### src/cdic_params.svh
// Operation
// - Idle select 1: sleep stops CPU clock, peripheral clocks keep running.
// - Idle select 0: sleep stops CPU and peripheral clocks (full sleep).
// - Doze enable 1: CPU executes cycles only at the doze ratio rate.
// - Doze enable 0: CPU executes every instruction cycle.
// - Recover-on-interrupt 1: interrupt entry clears doze enable.
// - Recover-on-interrupt 0: interrupt entry leaves doze enable alone.
// - Doze-on-exit 1: return from interrupt sets doze enable.
// - Doze-on-exit 0: return from interrupt leaves doze enable alone.
// - Ratio codes 000..111 select 1:2 up to 1:256.
// - In-circuit debug forces full speed without changing doze enable.
// - Idle select cleared only by POR/BOR; other bits cleared by any reset. The code keeps it only if psel is low at the first edge after a warm reset.
`ifndef CDIC_PARAMS_SVH
`define CDIC_PARAMS_SVH
// ****************************************************************
// Register map and field layout
// ****************************************************************
`define CDIC_ADDR_CTRL 12'h000
`define CDIC_BIT_IDLE 7
`define CDIC_BIT_DOZE_ENABLE 6
`define CDIC_BIT_ROI 5
`define CDIC_BIT_DOE 4
`define CDIC_RATIO_HI 2
`define CDIC_RATIO_LO 0
`define CDIC_WR_MASK 8'hF7
`define CDIC_RESET_VAL 8'h00
`define CDIC_CNT_ZERO 8'h00
`define CDIC_CNT_ONE 8'h01
`define CDIC_ZERO32 32'h00000000
`endif

### src/cdic_pkg.sv
package cdic_pkg;
  typedef enum logic [1:0] {
    CDIC_RUN = 2'b00,
    CDIC_IDLE = 2'b01,
    CDIC_SLEEP = 2'b10
  } cdic_mode_e;
  typedef struct packed {
    logic idle_select;
    logic doze_enable;
    logic recover_on_interrupt;
    logic doze_on_exit;
    logic [2:0] ratio;
    logic [7:0] cnt;
    cdic_mode_e mode;
    logic cpu_clk_en;
    logic periph_clk_en;
    logic cpu_cycle_en;
    logic [31:0] prdata;
    logic pready;
    logic pslverr;
  } cdic_state_s;
endpackage

### src/cdic_top.sv
`timescale 1ns/10ps
`include "cdic_params.svh"
module cdic_top
  import cdic_pkg::*;
(
  input wire logic pclk,
  input wire logic presetn,
  input wire logic por_bor_n,
  input wire logic psel,
  input wire logic penable,
  input wire logic pwrite,
  input wire logic [11:0] paddr,
  input wire logic [31:0] pwdata,
  input wire logic [3:0] pstrb,
  output logic [31:0] prdata,
  output logic pready,
  output logic pslverr,
  input wire logic sleep_instr,
  input wire logic wake_event,
  input wire logic interrupt_entry,
  input wire logic return_from_interrupt_instr,
  input wire logic in_circuit_debug,
  output logic cpu_clk_en,
  output logic periph_clk_en,
  output logic cpu_cycle_en
);
  // ****************************************************************
  // Helpers
  // ****************************************************************
  // Terminal count of the doze counter: ratio 1:2^(code+1).
  // The 9-bit intermediate holds 256 for the largest code; the final
  // count always fits the 8-bit counter.
  function automatic logic [7:0] cdic_last(input logic [2:0] code);
    logic [8:0] full;
    full = 9'h002 << code;
    cdic_last = 8'(full - 9'h001);
  endfunction

  // Register image as software sees it.
  function automatic logic [7:0] cdic_pack(input cdic_state_s s);
    cdic_pack = {s.idle_select, s.doze_enable, s.recover_on_interrupt,
                 s.doze_on_exit, 1'b0, s.ratio};
  endfunction

  // Doze is live only while enabled and not masked by debug.
  function automatic logic cdic_live(input logic doze, input logic dbg);
    cdic_live = doze && !dbg;
  endfunction

  cdic_state_s s_q;
  cdic_state_s s_d;
  logic idle_keep_q;
  // Decode strobes and the live doze flag; wr_acc and hit are shared with the checks below.
  logic wr_acc;
  logic rd_acc;
  logic hit;
  logic doze_live;

  // ****************************************************************
  // Next-state logic
  // ****************************************************************
  // The bus answers in the access cycle with no wait states: the setup
  // cycle registers pready, read data and the error flag, so all three
  // come straight from flops and stand for exactly one cycle.
  // A write lands only at the edge where the master sees pready high,
  // which keeps the register and the handshake in step.
  always_comb begin
    s_d = s_q;
    // Address decode: only the control word is mapped.
    hit = (paddr == `CDIC_ADDR_CTRL);
    wr_acc = psel && penable && s_q.pready && pwrite;
    rd_acc = psel && !penable && !pwrite;
    // The answer is prepared in setup and shown in the access cycle.
    s_d.pready = psel && !penable;
    s_d.pslverr = psel && !penable && !hit;
    s_d.prdata = `CDIC_ZERO32;
    // Reads see the stored bits; bit 3 is packed as a constant zero.
    if (rd_acc && hit) begin
      s_d.prdata = {24'h000000, cdic_pack(s_q)};
    end
    // Only byte lane 0 holds the register; bit 3 is never stored.
    if (wr_acc && hit && pstrb[0]) begin
      s_d.idle_select = pwdata[`CDIC_BIT_IDLE];
      s_d.doze_enable = pwdata[`CDIC_BIT_DOZE_ENABLE];
      s_d.recover_on_interrupt = pwdata[`CDIC_BIT_ROI];
      s_d.doze_on_exit = pwdata[`CDIC_BIT_DOE];
      s_d.ratio = pwdata[`CDIC_RATIO_HI:`CDIC_RATIO_LO];
    end
    // Hardware events win over a software write in the same cycle.
    if (interrupt_entry && s_q.recover_on_interrupt) begin
      s_d.doze_enable = 1'b0;
    end else if (return_from_interrupt_instr && s_q.doze_on_exit) begin
      s_d.doze_enable = 1'b1;
    end
    // Debug masks doze without touching the stored bit.
    doze_live = cdic_live(s_q.doze_enable, in_circuit_debug);
    // The window counter runs from zero to the terminal count of the
    // ratio; holding it at zero while doze is off means the first cycle
    // after doze is entered always goes to the CPU.
    if (!doze_live || !s_q.cpu_clk_en) begin
      s_d.cnt = `CDIC_CNT_ZERO;
    end else if (s_q.cnt >= cdic_last(s_q.ratio)) begin
      s_d.cnt = `CDIC_CNT_ZERO;
    end else begin
      s_d.cnt = s_q.cnt + `CDIC_CNT_ONE;
    end
    // A sleep instruction chooses idle or full sleep from idle select.
    // Any wake event returns to run; its source is decided outside.
    case (s_q.mode)
      CDIC_RUN: begin
        if (sleep_instr) begin
          s_d.mode = s_q.idle_select ? CDIC_IDLE : CDIC_SLEEP;
        end
      end
      CDIC_IDLE, CDIC_SLEEP: begin
        if (wake_event) begin
          s_d.mode = CDIC_RUN;
        end
      end
      default: begin
        s_d.mode = CDIC_RUN;
      end
    endcase
    s_d.cpu_clk_en = (s_d.mode == CDIC_RUN);
    s_d.periph_clk_en = (s_d.mode != CDIC_SLEEP);
    // Only cycle zero of each doze window is given to the CPU.
    // Debug masks doze here too, so it forces full speed at once.
    s_d.cpu_cycle_en = s_d.cpu_clk_en &&
      (!cdic_live(s_d.doze_enable, in_circuit_debug) ||
       s_d.cnt == `CDIC_CNT_ZERO);
  end

  // ****************************************************************
  // State registers
  // ****************************************************************
  // Idle select is held across non-POR resets by a separate flop.
  // It stops following the register while presetn is low, otherwise
  // the cleared register would overwrite the copy during the reset.
  always_ff @(posedge pclk or negedge por_bor_n) begin
    if (!por_bor_n) begin
      idle_keep_q <= 1'b0;
    end else if (presetn) begin
      idle_keep_q <= s_d.idle_select;
    end
  end

  // Main state register. After a warm reset the idle select bit is put
  // back from the power-on copy only at the first edge, and only if psel is low
  // there, so that a restore never races a software write; later edges cannot restore it.
  always_ff @(posedge pclk or negedge presetn) begin
    if (!presetn) begin
      s_q <= '0;
      s_q.cpu_clk_en <= 1'b1;
      s_q.periph_clk_en <= 1'b1;
      s_q.cpu_cycle_en <= 1'b1;
    end else begin
      s_q <= s_d;
      if (!s_q.pready && !s_q.pslverr && s_q.mode == CDIC_RUN &&
          s_q.cnt == `CDIC_CNT_ZERO && !psel && !s_q.idle_select &&
          idle_keep_q) begin
        s_q.idle_select <= idle_keep_q;
      end
    end
  end

  // Every output is taken straight from the state flops.
  assign prdata = s_q.prdata;
  assign pready = s_q.pready;
  assign pslverr = s_q.pslverr;
  assign cpu_clk_en = s_q.cpu_clk_en;
  assign periph_clk_en = s_q.periph_clk_en;
  assign cpu_cycle_en = s_q.cpu_cycle_en;

  // ****************************************************************
  // Checks
  // ****************************************************************
  // Bus answers last one cycle and refusals carry no data.
  bus_pulse_a: assert property (@(posedge pclk) disable iff (!presetn)
    pready |=> !pready)
    else $error("pready stood for more than one cycle");

  // An error is only ever reported together with pready.
  err_ready_a: assert property (@(posedge pclk) disable iff (!presetn)
    pslverr |-> pready)
    else $error("pslverr without pready");

  // A refused address must read back as zero.
  err_data_a: assert property (@(posedge pclk) disable iff (!presetn)
    pslverr |-> (prdata == `CDIC_ZERO32))
    else $error("refused read returned data");

  // Only the low byte of the bus carries register bits.
  upper_zero_a: assert property (@(posedge pclk) disable iff (!presetn)
    pready |-> (prdata[31:8] == 24'h000000))
    else $error("upper read lanes not zero");

  // Bit 3 has no storage behind it, so it must never read as one.
  bit3_zero_a: assert property (@(posedge pclk) disable iff (!presetn)
    pready |-> !prdata[3])
    else $error("unimplemented bit read as one");

  // ****************************************************************
  // Clock gating checks
  // ****************************************************************
  // Idle stops only the core clock.
  idle_stop_a: assert property (@(posedge pclk) disable iff (!presetn)
    (s_q.mode == CDIC_RUN && sleep_instr && s_q.idle_select)
    |=> (!cpu_clk_en && periph_clk_en))
    else $error("idle did not stop only the cpu clock");

  // Full sleep stops both clocks.
  full_sleep_a: assert property (@(posedge pclk) disable iff (!presetn)
    (s_q.mode == CDIC_RUN && sleep_instr && !s_q.idle_select)
    |=> (!cpu_clk_en && !periph_clk_en))
    else $error("full sleep did not stop both clocks");

  // The enables stay in step with the idle state throughout.
  idle_mode_a: assert property (@(posedge pclk) disable iff (!presetn)
    (s_q.mode == CDIC_IDLE) |-> (!cpu_clk_en && periph_clk_en))
    else $error("idle state with wrong clock enables");

  // The enables stay in step with the full sleep state throughout.
  sleep_mode_a: assert property (@(posedge pclk) disable iff (!presetn)
    (s_q.mode == CDIC_SLEEP) |-> (!cpu_clk_en && !periph_clk_en))
    else $error("sleep state with wrong clock enables");

  // A stopped core clock never grants an instruction cycle.
  stopped_core_a: assert property (@(posedge pclk) disable iff (!presetn)
    !cpu_clk_en |-> !cpu_cycle_en)
    else $error("cycle granted with core clock stopped");

  // A wake event brings both clocks back on the next cycle.
  wake_run_a: assert property (@(posedge pclk) disable iff (!presetn)
    (s_q.mode != CDIC_RUN && wake_event)
    |=> (cpu_clk_en && periph_clk_en))
    else $error("wake did not restart the clocks");

  // ****************************************************************
  // Doze checks
  // ****************************************************************
  // Without doze every running cycle goes to the core.
  full_speed_a: assert property (@(posedge pclk) disable iff (!presetn)
    (!s_d.doze_enable && s_d.mode == CDIC_RUN) |=> cpu_cycle_en)
    else $error("cycle lost without doze");

  // The same seen from the stored bits.
  run_full_a: assert property (@(posedge pclk) disable iff (!presetn)
    (s_q.mode == CDIC_RUN && !s_q.doze_enable) |-> cpu_cycle_en)
    else $error("running without doze but cycle withheld");

  // A granted doze cycle is followed by a withheld one.
  doze_gap_a: assert property (@(posedge pclk) disable iff (!presetn)
    (cpu_cycle_en && s_q.doze_enable && !in_circuit_debug &&
     s_q.cnt == `CDIC_CNT_ZERO && s_q.mode == CDIC_RUN &&
     !interrupt_entry && !sleep_instr && !(wr_acc && hit))
    |=> !cpu_cycle_en)
    else $error("doze gave two cycles in a row");

  // The window counter restarts whenever doze is not live.
  count_restart_a: assert property (@(posedge pclk) disable iff (!presetn)
    (!s_q.doze_enable || in_circuit_debug)
    |=> (s_q.cnt == `CDIC_CNT_ZERO))
    else $error("doze counter did not restart");

  // Interrupt entry clears doze when recovery is chosen.
  roi_clear_a: assert property (@(posedge pclk) disable iff (!presetn)
    (interrupt_entry && s_q.recover_on_interrupt) |=> !s_q.doze_enable)
    else $error("interrupt entry kept doze");

  // Interrupt entry leaves doze alone otherwise.
  roi_keep_a: assert property (@(posedge pclk) disable iff (!presetn)
    (interrupt_entry && !s_q.recover_on_interrupt &&
     !return_from_interrupt_instr && !(wr_acc && hit))
    |=> $stable(s_q.doze_enable))
    else $error("interrupt entry changed doze");

  // Return sets doze when doze on exit is chosen.
  doe_set_a: assert property (@(posedge pclk) disable iff (!presetn)
    (return_from_interrupt_instr && s_q.doze_on_exit && !interrupt_entry)
    |=> s_q.doze_enable)
    else $error("return did not set doze");

  // Return leaves doze alone otherwise.
  doe_keep_a: assert property (@(posedge pclk) disable iff (!presetn)
    (return_from_interrupt_instr && !s_q.doze_on_exit &&
     !interrupt_entry && !(wr_acc && hit))
    |=> $stable(s_q.doze_enable))
    else $error("return changed doze");

  // Debug forces every running cycle through.
  debug_fast_a: assert property (@(posedge pclk) disable iff (!presetn)
    (in_circuit_debug && s_d.mode == CDIC_RUN) |=> cpu_cycle_en)
    else $error("debug did not force full speed");

  // Debug itself never touches the stored doze bit.
  debug_keep_a: assert property (@(posedge pclk) disable iff (!presetn)
    (in_circuit_debug && !interrupt_entry &&
     !return_from_interrupt_instr && !(wr_acc && hit))
    |=> $stable(s_q.doze_enable))
    else $error("debug changed the doze bit");
endmodule

### config.mk
export PLATFORM = sky130hd
export DESIGN_NAME = cdic_top
export DESIGN_NICKNAME = d
export VERILOG_FILES = /design/src/cdic_pkg.sv /design/src/cdic_top.sv
export VERILOG_INCLUDE_DIRS = /design/src
export SDC_FILE = /design/constraint.sdc
export NUM_CORES = 1
export LEC_CHECK = 0
export BUFFER_PORTS_ARGS = -buffer_cell sky130_fd_sc_hd__clkbuf_2
export CELL_PAD_IN_SITES_DETAIL_PLACEMENT = 0
export CELL_PAD_IN_SITES_GLOBAL_PLACEMENT = 2
export CORE_MARGIN = 8
export CORE_UTILIZATION = 27
export CTS_BUF_LIST = sky130_fd_sc_hd__clkbuf_16
export CTS_CLUSTER_SIZE = 20
export DETAILED_ROUTE_END_ITERATION = 8
export GPL_ROUTABILITY_DRIVEN = 0
export HOLD_SLACK_MARGIN = 0.06
export PLACE_DENSITY_LB_ADDON = 0.3
export SYNTH_ARGS = -nofsm -noshare
export SYNTH_HDL_FRONTEND = slang
export SYNTH_SLANG_ARGS = --single-unit
### constraint.sdc
create_clock -name pclk -period 4.55 [get_ports pclk]
set_clock_uncertainty 0.05 [all_clocks]
set_input_delay 0.91 -clock pclk [delete_from_list [all_inputs] [get_ports pclk]]
set_output_delay 0.91 -clock pclk [all_outputs]
set_load 0.02 [all_outputs]
* Yosys cells after proc, flatten, opt, wreduce, memory -nomap -nowiden *
Cells that the tools add are included.

storage, ports and cells
  flip-flop bits (word level) = 31
  input port bits = 59
  output and inout port bits = 37
  logic and storage cells = 71

operators by class
  add/sub/neg operators = 2
  $lt $le $gt $ge = 1
  equal/unequal tests = 3
  shift operators = 1
  muxes and demuxes = 11
  reductions and logical operators = 39

operators by type and width
  cell                   number
  $mux W8                3
  $logic_and A1 B1 Y1    20
  $logic_not A8 Y1       2
  $logic_not A12 Y1      1
  $logic_not A1 Y1       11
  $add A8 B1 Y8 const B  1
  $ge A8 B8 Y1           1
  $shl A2 B3 Y8 const A  1
  $sub A8 B1 Y8 const B  1
  $mux W7                1
  $mux W2                3
  $logic_not A2 Y1       2
  $pmux W2 S2            1
  $mux W1                3
  $eq A2 B1 Y1 const B   1
  $eq A2 B2 Y1 const B   1
  $logic_or A1 B1 Y1     2
  $ne A2 B2 Y1 const B   1
  $reduce_or A2 Y1       1

* Depth between registers and ports, before layout *
  depth after elaboration = 12
  gate-level depth with buffers = 8
  mapped depth without buffers = 7

* Worst setup path after synthesis *
OpenSTA, ideal clock, no wires.

  path type = input-to-reg
  from = in paddr[6]
  to = reg, netlist name cpu_cycle_en
  arrival = 2,039 ps
  required time = 4,418 ps
  slack = 2,379 ps
  stages = 5
  buffers on the path = 0
  cell sequence = nor4_2 nand3_1 o21a_1 a221o_1 o31a_1

RTL lines
  what         line            text
  from (decl)  cdic_top.sv:12  input wire logic [11:0] paddr,

* Worst setup path after layout *
  from = in paddr[2]
  to = reg idle_keep_q

between the ends
  cells in the longest elaborated chain, start to end = 4

ends and longest elaborated chain
  what                               line             text
  $logic_not A12 Y1 (no line)        --
  $logic_and A1 B1 Y1 (2 in series)  cdic_top.sv:82   if (wr_acc && hit && pstrb[0]) begin
  $mux W7                            cdic_top.sv:82
  to (signal assigned)               cdic_top.sv:143  idle_keep_q <= s_d.idle_select;
  to (decl)                          cdic_top.sv:52   logic idle_keep_q;

No other way between the ends.
A chain may end at the register's enable or synchronous reset.

==> metrics list <==
- Run status: completed
- Average routed wire per standard cell: roughly 13 um
* Worst Hold Slack: between 0.3 and 0.4 ns
* Slowest-stage cell, CP: sky130_fd_sc_hd__nor2_2
- The clock period could shrink to roughly 2.2 ns.
* Setup crit end kind: flip-flop
* Synth warnings: 0
* Number of vias in the routed layout: 1,232
- In this run the static leakage power is between 0.001 and 0.0015 uW.
- Row generation in the floorplan step produced 29 rows.
- For this design the ratio of total power to cell area is approximately 400 nW/um2.
* Via count of the first global-routing pass: around 1,300
* Total length of routed met2 wires: roughly 1.6 mm
- After the last flow step, the layout net total stands at approximately 290.
- Area of the placeable core: between 6000 and 7000 um2
- Startpoint of the most critical setup path: paddr[2]
- Buffers added to address setup during post-CTS repair amount to 0.
- Wire length of the first global-routing pass: around 6.2 mm
- The die covers around 9300 um2.
* Count of filler cells inserted in the layout: 700
- GR Overflow Total: 0
- Counting every sink on the clock net gives 30.
- The detail route stage leaves a number of antenna-violating nets equal to 0.
* Total of max-cap violations: 0
- Headroom to the max-slew limit: between 40% and 50%
- Worst-skew pair later-pin latency: approximately 0.27 ns
- I/O pin count: 96
- The signal on the critical path passes through clkbuf_2, nor4_2, nand3_1, nor2_2, mux2i_1, a21oi_1.
- Number of H-tree levels: 2
- TritonCTS built the clock tree.
- The worst setup path is launched from an input port.
- After detailed routing, the number of vias per cell comes to 4.19.
* DRC violation count after routing: 0
- Yosys reg bits: 30
- The initial antenna violation count is 0.
* Count of flip-flops with a built-in enable after synthesis: 0
- 0 antenna diodes ended up in the layout.
- Fmax: between 0.4 and 0.5 GHz
- Distinct cell type count of the synthesized netlist: 37
- Clk Tree Root Cell: sky130_fd_sc_hd__clkbuf_16
* Critical Path AT: 2.29 ns
- In the synthesized netlist the async set-or-reset flop fraction comes to 100%.
* Sum of met3 wire segment lengths after detailed routing: between 400 and 500 um
- The routed design has 3.83 mm of wire.
* Largest fanout of any net on the critical path: 8
- In the synthesized netlist the dominant register cell turns out to be sky130_fd_sc_hd__dfrtp_1.
- Total instance count after detailed placement: ~290
- Setup violations remaining at the end of the flow were counted as 0.
* Worst-case vdd ir drop: around 140 uV
- At the worst endpoint, the required time is around 4.6 ns.
- First-pass DRT Iterations: 4
- Overall die width: between 90 and 100 um
- The number of pins with negative max-slew slack in the final report is 0.
- Sequential elements use a little over two fifths of the synthesized area.
- The detailed router put a total of between 1.5 and 2 mm of wire on met1.
* Type of the worst setup path: in -> reg
* Resize count post-CTS: 0
* CTS clk-pin slew, worst paths: about 0.05 ns
* Highest routed layer: met4
- # port buffers: between 40 and 50
* Start of the worst register-to-register path: s_q[49]
- Growth of design area from synthesis to finish: 18.2%
- Hold-fix buffers at CTS: 0
* Fraction of layout instances using a drive strength above 1: around 29%
- The tightest min-delay check is of the in -> async type.
- Pin count of the biggest net entering global routing: 32
- Count of non-filler cells in the finished layout: about 290
* Tcrit/Tclk final: roughly half
- Number of buffers created by CTS: 5
- Post-synthesis area per instance: around 9.9 um2
- Cells after synthesis: ~180
- Once the floorplan was initialized, standard cells occupied 27.7% of the core.
- Floorplan die height: around 96 um
- The synthesized netlist occupies a cell area of approximately 1700 um2.
* Worst slew pin tran: approximately 0.81 ns
- Total track usage: 8.70%
- The total count of hold-check failures in the final report is 0.
* Final HPWL from detailed placement: just over 3 mm
- Setup TNS: 0 ns
- First DRT Iteration DRCs: 18
- In this run the deepest clock path goes through 2 buffers.
- Unrepaired setup endpoints after global routing: no
* Biggest cell delay along the critical path: ~0.44 ns
synthesized netlist by cell type (3+ instances only):
| cell | n | share of area (%) |
|---|---|---|
| sky130_fd_sc_hd__o21ai_0 | 5 | 1.4 |
| sky130_fd_sc_hd__ha_1 | 11 | 7.9 |
| sky130_fd_sc_hd__dfstp_2 | 3 | 4.5 |
| sky130_fd_sc_hd__dfrtp_1 | 27 | 39 |
| sky130_fd_sc_hd__nand3_1 | 11 | 3.1 |
| sky130_fd_sc_hd__nor4_2 | 3 | 2.1 |
| sky130_fd_sc_hd__nor3_1 | 3 | 0.86 |
| sky130_fd_sc_hd__nand2_1 | 7 | 1.5 |
| sky130_fd_sc_hd__inv_1 | 9 | 1.9 |
| sky130_fd_sc_hd__xnor2_1 | 3 | 1.5 |
| sky130_fd_sc_hd__mux2_2 | 4 | 2.6 |
| sky130_fd_sc_hd__and2_1 | 7 | 2.5 |
| sky130_fd_sc_hd__xor2_1 | 3 | 1.5 |
| sky130_fd_sc_hd__buf_4 | 32 | 14 |
| sky130_fd_sc_hd__nor2_1 | 14 | 3.0 |
| sky130_fd_sc_hd__a21oi_1 | 8 | 2.3 |
worst max-delay path, delay by kind of cell:
| family | cells | cell delay [ns] |
|---|---|---|
| compound gates | 1 | 0.09 |
| simple gates | 3 | 0.89 |
| mux | 1 | 0.29 |
| buf+inv | 1 | 0.09 |
final cells by class:
class                      instances  area (um2)  area share [%]
inverter                           9        33.8            1.64
sequential                        30         754            36.5
timing repair buffer              42         210            10.2
clock buffer                       5         125            6.06
multi-input combinational        128         806            39.0
clock inverter                     3        40.0            1.94
tap                               77        96.3            4.66
routing by layer:
metal | GRT usage (%) | vias to the layer above
met4 | 3.03 | 0
li1 | - | 626
met3 | 3.48 | 2
met1 | 11.1 | 554
met5 | 0 | -
met2 | 13.0 | 50
power breakdown:
| part | total, uW | switching, uW | internal, uW |
|---|---|---|---|
| clock network | 370 | 114 | 256 |
| logic | 142 | 90.4 | 52.0 |
| registers | 323 | 21.1 | 302 |
per-stage QoR:
stage | area (um2) | worst slack (ns) | power, uW | util (%)
floorplan | 1840 | 2.38 | 432 | -
global placement | 1900 | 2.02 | 471 | 30.1
detailed placement | 1900 | 2.03 | 472 | 30.1
CTS | 2070 | 2.32 | 848 | 32.7
global route | 2070 | 2.15 | 877 | 32.7
finish | 2070 | 2.33 | 835 | 32.7
path summary, 6_finish.rpt:
| check | end | slack, ns | cells past startpoint |
|---|---|---|---|
| hold reg to reg | prdata[5] | 0.46 | 1 |
| min in group pclk | prdata[5] | 0.46 | 1 |
| max in group asynchronous | prdata[5] | 3.27 | 1 |
| setup / recovery | idle_keep_q | 2.33 | 6 |
| hold / removal | idle_keep_q | 0.35 | 1 |
| setup reg to reg | cpu_cycle_en | 2.41 | 7 |
registers in the layout, indices dropped and copies added (netlist names):
name	flops
pready	1
cpu_clk_en	1
pslverr	1
s_q	17
periph_clk_en	1
idle_keep_q	1
cpu_cycle_en	1
prdata	7
placed cells by master (no fill, tap or decap), drive strengths merged:
cell type  count
conb          25
clkinv         2
a21oi          8
a21o           2
a22oi          1
o21ai          5
o31a           1
nand2          7
bufinv         1
o21a           1
mux2           4
xnor2          3
xor2           3
mux2i          2
nand3         11
a211o          1
o31ai          1
clkbuf        47
dfrtp         27
inv            9
nor3           3
and3           1
nor2          15
nor3b          2
nand2b         1
a32oi          1
nand3b         1
o211ai         1
nor2b          2
nand4          2
and2           8
a221o          1
ha            11
nor4           4
dfstp          3
kinds of logic (layout without fill, tap and decap cells):
| family | Yosys count | after routing | share of synthesized area (%) |
|---|---|---|---|
| flops | 30 | 30 | 43.2 |
| other cells | 1 | 25 | 0.215 |
| fa+ha+maj | 11 | 11 | 7.87 |
| buf+inv | 42 | 59 | 15.9 |
| mux | 6 | 6 | 3.72 |
| compound gates | 23 | 23 | 8.38 |
| simple gates | 57 | 57 | 17.8 |
| xor+xnor | 6 | 6 | 3.01 |
Power figures use the tool's default switching activity.
